File: src/verilog/dvs_pkg.sv
// constants for the dynamic voltage scaling control block
package dvs_pkg;
   localparam int CLK_PERIOD_PS = 4000;
   localparam int NUM_CH = 4;
   localparam int CODE_W = 5;
   localparam int TMR_W = 12;
   // register offsets
   localparam logic [7:0] ADDR_SHDN = 8'h02;
   localparam logic [7:0] ADDR_OUTPUT_ENABLE_REG = 8'h10;
   localparam logic [7:0] ADDR_OUTPUT_GOOD_STATUS = 8'h13;
   localparam logic [7:0] ADDR_VOLTAGE_CHANGE_CONTROL_REG = 8'h20;
   localparam logic [7:0] ADDR_INTERRUPT_CLEAR_REG = 8'h21;
   localparam logic [7:0] ADDR_B1_FIRST = 8'h23;
   localparam logic [7:0] ADDR_B1_SECOND = 8'h24;
   localparam logic [7:0] ADDR_RAMP = 8'h25;
   localparam logic [7:0] ADDR_B2_FIRST = 8'h26;
   localparam logic [7:0] ADDR_B2_SECOND = 8'h27;
   localparam logic [7:0] ADDR_B3_FIRST = 8'h29;
   localparam logic [7:0] ADDR_B3_SECOND = 8'h2a;
   localparam logic [7:0] ADDR_L2_FIRST = 8'h32;
   localparam logic [7:0] ADDR_L2_SECOND = 8'h33;
   // reset values
   localparam logic [7:0] RST_TARGET = 8'h19;
   localparam logic [7:0] RST_RAMP = 8'hff;
   localparam logic [7:0] RST_ZERO = 8'h00;
   // writable bits (for shdn the pin-driven bits, none writable), the rest read as zero
   localparam logic [7:0] WM_B1_FIRST = 8'hff;
   localparam logic [7:0] WM_BX_FIRST = 8'h3f;
   localparam logic [7:0] WM_L2_FIRST = 8'hbf;
   localparam logic [7:0] WM_BX_SECOND = 8'hff;
   localparam logic [7:0] WM_SHDN = 8'ha8;
   // field positions
   localparam int BIT_PG_MASK = 5;
   localparam int BIT_FREQ = 5;
   localparam int BIT_EDGE_LO = 6;
   localparam int BIT_L4_VSEL_LO = 5;
   localparam int BIT_L4_SRC = 7;
   localparam int BIT_OUTPUT_ENABLE_REG_L4 = 6;
   // ramp: one dac lsb is 12.5 mV, rates in uV per us
   localparam int STEP_UV = 12500;
   localparam int RATE_00_UVUS = 880;
   localparam int RATE_01_UVUS = 1750;
   localparam int RATE_10_UVUS = 3500;
   localparam int RATE_11_UVUS = 7000;
   // interval in ns first, then ps, so no product leaves 32 bits
   localparam int CYC_00 = (STEP_UV * 1000 / RATE_00_UVUS) * 1000 / CLK_PERIOD_PS;
   localparam int CYC_01 = (STEP_UV * 1000 / RATE_01_UVUS) * 1000 / CLK_PERIOD_PS;
   localparam int CYC_10 = (STEP_UV * 1000 / RATE_10_UVUS) * 1000 / CLK_PERIOD_PS;
   localparam int CYC_11 = (STEP_UV * 1000 / RATE_11_UVUS) * 1000 / CLK_PERIOD_PS;
endpackage : dvs_pkg

File: src/verilog/dvs_ctrl.sv
// register file and reference dac slew control for dynamic voltage scaling
`timescale 1ns/1ps
module dvs_ctrl #(
   parameter bit BASE_VARIANT = 1'b1
) (
   input wire logic ref_clk,
   input wire logic rst,
   input wire logic [7:0] cmd_addr,
   input wire logic cmd_wr,
   input wire logic [7:0] cmd_wdata,
   input wire logic cmd_rd,
   input wire logic cmd_sub_ack,
   output logic [7:0] cmd_rdata,
   input wire logic irq_event,
   output logic irq_n,
   input wire logic standby_select_pin,
   input wire logic ldo34_enable_pin,
   input wire logic [7:0] pg_status_pin,
   input wire logic [2:0] shutdown_pin,
   input wire logic pg_ok_in,
   output logic power_good_out,
   output logic [19:0] dac_codes,
   output logic [2:0] buck_freq_slow,
   output logic [1:0] buck_edge_rate,
   output logic [1:0] ldo4_vsel,
   output logic ldo4_enable
);
   import dvs_pkg::*;

   // slowest rate must fit the step timer, fastest must not round to zero
   if (CYC_00 >= (1 << TMR_W) || CYC_11 < 1) begin : g_bad_timer
      $error("ramp interval does not fit the step timer");
   end

   // channel order: 0 buck1, 1 buck2, 2 buck3, 3 ldo2
   function automatic int first_ch(input logic [7:0] a);
      case (a)
         ADDR_B1_FIRST: first_ch = 0;
         ADDR_B2_FIRST: first_ch = 1;
         ADDR_B3_FIRST: first_ch = 2;
         ADDR_L2_FIRST: first_ch = 3;
         default: first_ch = -1;
      endcase
   endfunction : first_ch

   function automatic int second_ch(input logic [7:0] a);
      case (a)
         ADDR_B1_SECOND: second_ch = 0;
         ADDR_B2_SECOND: second_ch = 1;
         ADDR_B3_SECOND: second_ch = 2;
         ADDR_L2_SECOND: second_ch = 3;
         default: second_ch = -1;
      endcase
   endfunction : second_ch

   function automatic logic [TMR_W-1:0] rate_cycles(input logic [1:0] code);
      case (code)
         2'b00: rate_cycles = TMR_W'(CYC_00);
         2'b01: rate_cycles = TMR_W'(CYC_01);
         2'b10: rate_cycles = TMR_W'(CYC_10);
         default: rate_cycles = TMR_W'(CYC_11);
      endcase
   endfunction : rate_cycles

   // pin synchronisers, no reset: the reset cycles flush them
   logic stby_m_q, stby_s_q, stby_prev_q;
   logic en34_m_q, en34_s_q;
   logic [7:0] pg_m_q, pg_s_q;
   logic [2:0] sd_m_q, sd_s_q;
   always_ff @(posedge ref_clk) begin
      stby_m_q <= standby_select_pin;
      stby_s_q <= stby_m_q;
      stby_prev_q <= stby_s_q;
      en34_m_q <= ldo34_enable_pin;
      en34_s_q <= en34_m_q;
      pg_m_q <= pg_status_pin;
      pg_s_q <= pg_m_q;
      sd_m_q <= shutdown_pin;
      sd_s_q <= sd_m_q;
   end

   // registers
   logic [7:0] first_q [NUM_CH];
   logic [7:0] second_q [NUM_CH];
   logic [7:0] ramp_q, output_enable_reg_q;
   logic [NUM_CH-1:0] sel_q, go_q;
   logic [CODE_W-1:0] dac_q [NUM_CH];
   logic [TMR_W-1:0] tmr_q [NUM_CH];
   logic irq_n_q, pg_q;
   logic [7:0] rdata_q;
   logic [2:0] freq_q;
   logic [1:0] edge_q, l4v_q;
   logic l4en_q;

   int wr_first;
   int wr_second;
   assign wr_first = cmd_wr ? first_ch(cmd_addr) : -1;
   assign wr_second = cmd_wr ? second_ch(cmd_addr) : -1;
   wire wr_voltage_change_control_reg = cmd_wr && (cmd_addr == ADDR_VOLTAGE_CHANGE_CONTROL_REG);
   wire wr_ramp = cmd_wr && (cmd_addr == ADDR_RAMP);
   wire wr_output_enable_reg = cmd_wr && (cmd_addr == ADDR_OUTPUT_ENABLE_REG);
   wire interrupt_clear_reg_ack = cmd_sub_ack && (cmd_addr == ADDR_INTERRUPT_CLEAR_REG);
   // standby edges re-arm every channel so the reference follows the pin
   wire stby_edge = stby_s_q ^ stby_prev_q;
   wire [7:0] l2_second_wm = BASE_VARIANT ? 8'hff : 8'h7f;

   logic [CODE_W-1:0] tgt [NUM_CH];
   logic [NUM_CH-1:0] at_tgt, slew_hold;
   genvar g;
   generate
      for (g = 0; g < NUM_CH; g++) begin : g_ch
         assign tgt[g] = (stby_s_q || sel_q[g]) ? second_q[g][CODE_W-1:0]
                                                : first_q[g][CODE_W-1:0];
         assign at_tgt[g] = (dac_q[g] == tgt[g]);
         assign slew_hold[g] = go_q[g] && !first_q[g][BIT_PG_MASK];
         wire [1:0] rate_code = ramp_q[2*g +: 2];
         wire go_set = (wr_voltage_change_control_reg && cmd_wdata[2*g]) || stby_edge;

         always_ff @(posedge ref_clk) begin
            if (rst) begin
               first_q[g] <= RST_TARGET;
            end else if (wr_first == g) begin
               first_q[g] <= cmd_wdata & ((g == 0) ? WM_B1_FIRST
                              : (g == 3) ? WM_L2_FIRST : WM_BX_FIRST);
            end
         end

         always_ff @(posedge ref_clk) begin
            if (rst) begin
               second_q[g] <= RST_TARGET;
            end else if (wr_second == g) begin
               second_q[g] <= cmd_wdata & ((g == 3) ? l2_second_wm : WM_BX_SECOND);
            end
         end

         always_ff @(posedge ref_clk) begin
            if (rst) begin
               sel_q[g] <= 1'b0;
            end else if (wr_voltage_change_control_reg) begin
               sel_q[g] <= cmd_wdata[2*g+1];
            end
         end

         // a go write in the same cycle as completion wins
         always_ff @(posedge ref_clk) begin
            if (rst) begin
               go_q[g] <= 1'b0;
            end else if (go_set) begin
               go_q[g] <= 1'b1;
            end else if (at_tgt[g]) begin
               go_q[g] <= 1'b0;
            end
         end

         // timer reload on start so the first step waits a full interval
         always_ff @(posedge ref_clk) begin
            if (rst) begin
               dac_q[g] <= RST_TARGET[CODE_W-1:0];
               tmr_q[g] <= '0;
            end else if (!go_q[g] || at_tgt[g]) begin
               tmr_q[g] <= rate_cycles(rate_code) - TMR_W'(1);
            end else if (tmr_q[g] != '0) begin
               tmr_q[g] <= tmr_q[g] - TMR_W'(1);
            end else begin
               tmr_q[g] <= rate_cycles(rate_code) - TMR_W'(1);
               dac_q[g] <= (dac_q[g] < tgt[g]) ? dac_q[g] + CODE_W'(1)
                                               : dac_q[g] - CODE_W'(1);
            end
         end

         assign dac_codes[CODE_W*g +: CODE_W] = dac_q[g];
      end
   endgenerate

   always_ff @(posedge ref_clk) begin
      if (rst) begin
         ramp_q <= RST_RAMP;
         output_enable_reg_q <= RST_ZERO;
      end else begin
         if (wr_ramp) begin
            ramp_q <= cmd_wdata;
         end
         if (wr_output_enable_reg) begin
            output_enable_reg_q <= cmd_wdata;
         end
      end
   end

   // the clear write carries no data path at all
   // an event in the clearing cycle keeps the pin low
   always_ff @(posedge ref_clk) begin
      if (rst) begin
         irq_n_q <= 1'b1;
      end else if (irq_event) begin
         irq_n_q <= 1'b0;
      end else if (interrupt_clear_reg_ack) begin
         irq_n_q <= 1'b1;
      end
   end

   // read data is registered so the serial shifter sees a steady byte
   logic [7:0] rd_mux;
   always_comb begin
      rd_mux = 8'h00;
      case (cmd_addr)
         ADDR_SHDN: rd_mux = {sd_s_q[2], 1'b0, sd_s_q[1], 1'b0, sd_s_q[0], 3'b000};
         ADDR_OUTPUT_GOOD_STATUS: rd_mux = pg_s_q;
         ADDR_OUTPUT_ENABLE_REG: rd_mux = output_enable_reg_q;
         ADDR_VOLTAGE_CHANGE_CONTROL_REG: rd_mux = {sel_q[3], go_q[3], sel_q[2], go_q[2],
                              sel_q[1], go_q[1], sel_q[0], go_q[0]};
         ADDR_RAMP: rd_mux = ramp_q;
         ADDR_B1_FIRST: rd_mux = first_q[0];
         ADDR_B2_FIRST: rd_mux = first_q[1];
         ADDR_B3_FIRST: rd_mux = first_q[2];
         ADDR_L2_FIRST: rd_mux = first_q[3];
         ADDR_B1_SECOND: rd_mux = second_q[0];
         ADDR_B2_SECOND: rd_mux = second_q[1];
         ADDR_B3_SECOND: rd_mux = second_q[2];
         ADDR_L2_SECOND: rd_mux = second_q[3];
         default: rd_mux = 8'h00;
      endcase
   end

   always_ff @(posedge ref_clk) begin
      if (rst) begin
         rdata_q <= 8'h00;
      end else if (cmd_rd) begin
         rdata_q <= rd_mux;
      end
   end

   // output stage, each output straight from a flop
   always_ff @(posedge ref_clk) begin
      if (rst) begin
         pg_q <= 1'b0;
         freq_q <= 3'b000;
         edge_q <= 2'b00;
         l4v_q <= 2'b00;
         l4en_q <= 1'b0;
      end else begin
         pg_q <= pg_ok_in && (slew_hold == '0);
         freq_q <= {second_q[2][BIT_FREQ], second_q[1][BIT_FREQ],
                    second_q[0][BIT_FREQ]};
         edge_q <= first_q[0][BIT_EDGE_LO +: 2];
         l4v_q <= second_q[3][BIT_L4_VSEL_LO +: 2];
         l4en_q <= (BASE_VARIANT && second_q[3][BIT_L4_SRC]) ? output_enable_reg_q[BIT_OUTPUT_ENABLE_REG_L4]
                                                             : en34_s_q;
      end
   end

   assign cmd_rdata = rdata_q;
   assign irq_n = irq_n_q;
   assign power_good_out = pg_q;
   assign buck_freq_slow = freq_q;
   assign buck_edge_rate = edge_q;
   assign ldo4_vsel = l4v_q;
   assign ldo4_enable = l4en_q;
endmodule : dvs_ctrl

File: config.mk
export PLATFORM = sky130hd
export DESIGN_NAME = dvs_ctrl
export DESIGN_NICKNAME = d
export VERILOG_FILES = /design/src/verilog/dvs_pkg.sv /design/src/verilog/dvs_ctrl.sv
export SDC_FILE = /design/constraint.sdc
export NUM_CORES = 1
export LEC_CHECK = 0
export ABC_AREA = 1
export BUFFER_PORTS_ARGS = -buffer_cell sky130_fd_sc_hd__buf_4
export CAP_MARGIN = 10
export CORE_ASPECT_RATIO = 0.75
export CORE_UTILIZATION = 47
export DETAILED_ROUTE_END_ITERATION = 8
export MAX_ROUTING_LAYER = met4
export SYNTH_ARGS = -nofsm -noshare
export SYNTH_HDL_FRONTEND = slang
export SYNTH_SLANG_ARGS = --single-unit
File: constraint.sdc
create_clock -name ref_clk -period 6.9 [get_ports ref_clk]
set_input_delay 1.38 -clock ref_clk [delete_from_list [all_inputs] [get_ports ref_clk]]
set_output_delay 1.38 -clock ref_clk [all_outputs]
set_load 0.01 [all_outputs]
; ---- Word level (Yosys, flattened, before mapping)
; Memories as Yosys holds them, arrays and structs flattened.
; Index checks and enable logic that the tools add are counted.
[word_totals]
mem_count = 4
elab_cells = 302
ff_bits = 69
ramBits = 132
[mem_list]
columns = memory, depth, width, rd, rd_ports_with_merged_regs, wr, line_no
row1 = tmr_q, 4, 12, 4, 0, 4, dvs_ctrl.sv:88  ; logic [TMR_W-1:0] tmr_q [NUM_CH];
row2 = first_q, 4, 8, 4, 0, 4, dvs_ctrl.sv:83  ; logic [7:0] first_q [NUM_CH];
row3 = second_q, 4, 8, 4, 0, 4, dvs_ctrl.sv:84  ; logic [7:0] second_q [NUM_CH];
row4 = dac_q, 4, 5, 4, 0, 4, dvs_ctrl.sv:87  ; logic [CODE_W-1:0] dac_q [NUM_CH];
[classes]
muxes = 142
reduce_logical = 49
magnitude_cmp = 4
bitwise_logic = 25
n_addsub = 20
n_eq_ne = 32
[op_table]
columns = operator, n
row1 = $mux 12, 32
row2 = $pmux 32 s4, 2
row3 = $pmux 12 s3, 4
row4 = $sub 12x1->12 const B, 12
row5 = $eq 32x3->1 const B, 4
row6 = $pmux 8 s13, 1
row7 = $eq 8x6->1 const B, 11
row8 = $mux 1, 81
row9 = $eq 32x2->1 const B, 2
row10 = $logic_not 32->1, 2
row11 = $mux 32, 2
row12 = $mux 8, 8
row13 = $mux 5, 12
row14 = $reduce_bool 12->1, 4
row15 = $or 1x1->1, 24
row16 = $add 5x1->5 const B, 4
row17 = $eq 5x5->1, 4
row18 = $lt 5x5->1, 4
row19 = $sub 5x1->5 const B, 4
row20 = $eq 8x5->1 const B, 2
row21 = $logic_and 1x1->1, 13
row22 = $logic_or 1x1->1, 12
row23 = $reduce_bool 2->1, 5
row24 = $eq 2x1->1 const B, 4
row25 = 6 further kinds, 19

; ---- Depth between registers and ports, before layout
[logic_depth]
ltp_word = 10
depth_mapped = 16

; ---- Least setup slack after synthesis
; Ideal clock, no wire load.
[synth_path]
path_type = input -> register
startpoint = in cmd_addr[3]
endpoint = mem second_q[0][0], enable pin
t_arrival_ns = 2.645
path_stages = 7
slack_ns = 3.871
required_time_ns = 6.516
setup_time_ns = 0.384
cell_sequence = inv_1 > nand2_2 > nor2_2 > nand2_1 > nand2_1 > nand2_1 > o21ai_0
[synth_rtl]
columns = element, line_no
row1 = from (decl), dvs_ctrl.sv:8  ; input wire logic [7:0] cmd_addr,
row2 = to (decl), dvs_ctrl.sv:84

==> run_results.csv <==
group,metric,value,unit
finish,final_cell_mix,"nand2_1, nor2_1, edfxtp_1",
finish,fin_cells,1614,
yosys,synthFlopType,"edfxtp_1",
critical_path,path_common_cell,"nand2_1",
routing,drc,0,
timing,tightest_slew,883.6,ps
yosys,synth_edf_count,127,
yosys,synth_area_per_cell,8.702,um2
clocking,clk_latency,450,ps
clocking,cts_root_buffer,"clkbuf_16",
power_and_ir_drop,vdd_drop_max,0.0001572,V
routing,drtPass1Iterations,5,
critical_path,crit_path_end_kind,"register",
yosys,ys_seq_area_share,50.08,%
yosys,synth_async_sr_flop_share,0,%
global_route,grt_pass1_wl,41.63,mm
clocking,ctsHoldBuffers,0,
critical_path,crit_chain,"nor2_1 > a21oi_1 > ha_1 > nand2_1 > inv_1 > nand3_1 > o221ai_1 > ha_1 > nand2_1 > nand2_1 > a21oi_1 > xor2_1 > xor2_1 > nand2_1",
global_route,grt_overflow_total,0,
routing,vias_per_cell,5.141,
global_route,antenna_found_initial,0,
yosys,yosys-top-cells-area,"edfxtp_1, dfxtp_1, nand2_1, ha_1, nor2_1",
timing,slew_viol_final,0,
critical_path,arrival,3620,ps
critical_path,cp_num_buf_inv,1,
place,io_buffer_count,73,
yosys,yosysTopAreaCell,"edfxtp_1",
power_and_ir_drop,p_total,2.618,mW
clocking,clock_sinks,196,
critical_path,crit-reg2reg-launch,"stby_s_q",
clocking,numCtsBuffers,17,
floorplan,die_h,130.7,um
critical_path,critPathLaunch,"stby_s_q",
timing,clock_skew,11.36,ps
timing,setup_viol,0,
global_route,grt_use_total,25.32,%
floorplan,rows,46,
critical_path,path_class,"register to register",
run,cap_violations,0,
routing,first_iter_violations,767,
finish,final_common_cell,"nand2_1",
worst_hold_path,hp-class,"register to register",
clocking,cts_tree,"done",
finish,final_util,55.83,%
floorplan,start_util,48.45,%
place,gp_congestion,0.9704,
floorplan,ios,74,
routing,avgRoutedWirePerCell,16.85,um
timing,whs,329.0,ps
timing,period_minus_slack,3421,ps
critical_path,cp_slowest_cell,"nor2_1",
clocking,clk_path_buf_depth,2,
worst_hold_path,worstHoldStart,"pg_m_q[6]",
timing,hold_viol,0,
routing,vias,8297,
timing,timing.final.crit_share,49.57,%
timing,setup_tns,0,ps
routing,ant_nets,0,
floorplan,fp.dieW,173.5,um
timing,final.setup.worst_slack,3479,ps
timing,rsz0062_at_grt,"no",
yosys,yosysWarnings,0,
place,dp.cells,1581,
floorplan,die-area,0.02267,mm2
timing,relSlewSlack,40.67,%
yosys,yosys.cell_types.count,48,
finish,area_growth,15.24,%
global_route,first_global_vias,7562,
yosys,syn_area,0.01037,mm2
finish,antenna_cells,0,
yosys,synth_seq_cells,196,
clocking,cts_htree_levels,4,
finish,design.final.nets,1409,
yosys,yosysTopAreaCellShare,36.77,%
place,hpwl,20.32,mm
clocking,post_cts_buffers,0,
clocking,cts.repair.resized,0,
yosys,postSynthCellCount,1192,
outcome,outcome,"finished, final reports clean",
clocking,clk_pin_slew,70,ps
critical_path,crit_fanout,9,
critical_path,cp_top_family,"simple AND/OR/NAND/NOR gates",
critical_path,cp.required,7100,ps
power_and_ir_drop,leakage,5.198,nW
place,placed_area,0.01136,mm2
finish,design_area,0.01195,mm2
power_and_ir_drop,p_per_area,219.0,mW/mm2
place,preCtsSetupSlack,2927,ps
floorplan,core,0.02141,mm2
routing,finalWirelength,27.20,mm
timing,fmax,0.2923,GHz
critical_path,cp-start-kind,"register",
critical_path,critPathMaxStageDelay,480,ps
finish,drive_gt1_share,12.52,%
global_route,grt_max_degree,48,
[cells in the mapped netlist, types with 3 or more instances]
cell type and n:
or2_2 7, nor3b_1 4, xnor2_1 9, a31oi_1 6, inv_1 124, buf_2 6
inv_2 13, nor3_1 5, nand4_1 5, o21ai_0 88, a21oi_1 57, nand2_1 235
nor2_1 159, nand3_1 88, nor2_4 6, mux2i_1 5, buf_4 3, clkinv_1 7
o21ai_1 15, o22ai_1 13, dfxtp_1 69, clkbuf_1 10, nor3_2 5, edfxtp_1 127
nand2_2 7, xor2_1 24, nor2_2 11, fa_1 4, ha_1 56
[state kept, by name, summed over array words and instances, names as in the netlist, 4 cells and up]
| register | flops |
|---|---|
| go_q | 4 |
| second_q | 32 |
| cmd_rdata | 8 |
| output_enable_reg_q | 8 |
| pg_s_q | 8 |
| tmr_q | 48 |
| ramp_q | 8 |
| pg_m_q | 8 |
| first_q | 27 |
| dac_q | 20 |
| sel_q | 4 |
[report_power, final]
| group | leakage, nW | internal (mW) | switching, mW | total, mW |
|---|---|---|---|---|
| combinational | 3.11 | 0.0992 | 0.179 | 0.278 |
| sequential | 1.79 | 1.31 | 0.0372 | 1.34 |
| clock | 0.290 | 0.503 | 0.492 | 0.995 |
[cell families after synthesis]
| family | share of synthesized area (%) |
|---|---|
| AOI/OAI and AO/OA | 9.662 |
| xor gates and xnor gates | 2.787 |
| adders and majority gates | 7.527 |
| buffers and inverters | 6.297 |
| DFF | 50.08 |
| muxes | 0.5911 |
| other | 0.03615 |
| and+or+nand+nor | 23.02 |
[routing by layer]
metal / GRT usage [%] / part of all wire (%)
met5: - / 0
met4: 7.236 / 1.5
met3: 5.295 / 7.8
met2: 35.20 / 41
met1: 36.86 / 50
[worst paths after layout]
kind            endpoint  slack [ps]  depth (start not counted)
min reg2reg    pg_s_q[6]         330                          0
min            pg_s_q[6]         330                          0
max reg2reg  dac_q[2][4]        3480                         14
max          dac_q[2][4]        3480                         14
[cell type report]
cell class	instances	area [um2]
flip-flops and latches	196	5195
fillers	2048	9458
well taps	288	360.3
clock buffers	19	454.2
repair buffers	76	568.0
multi-input cells	878	4701
clock inverters	13	133.9
inverters	144	540.5
No activity file was read; power rests on OpenSTA's default activity.
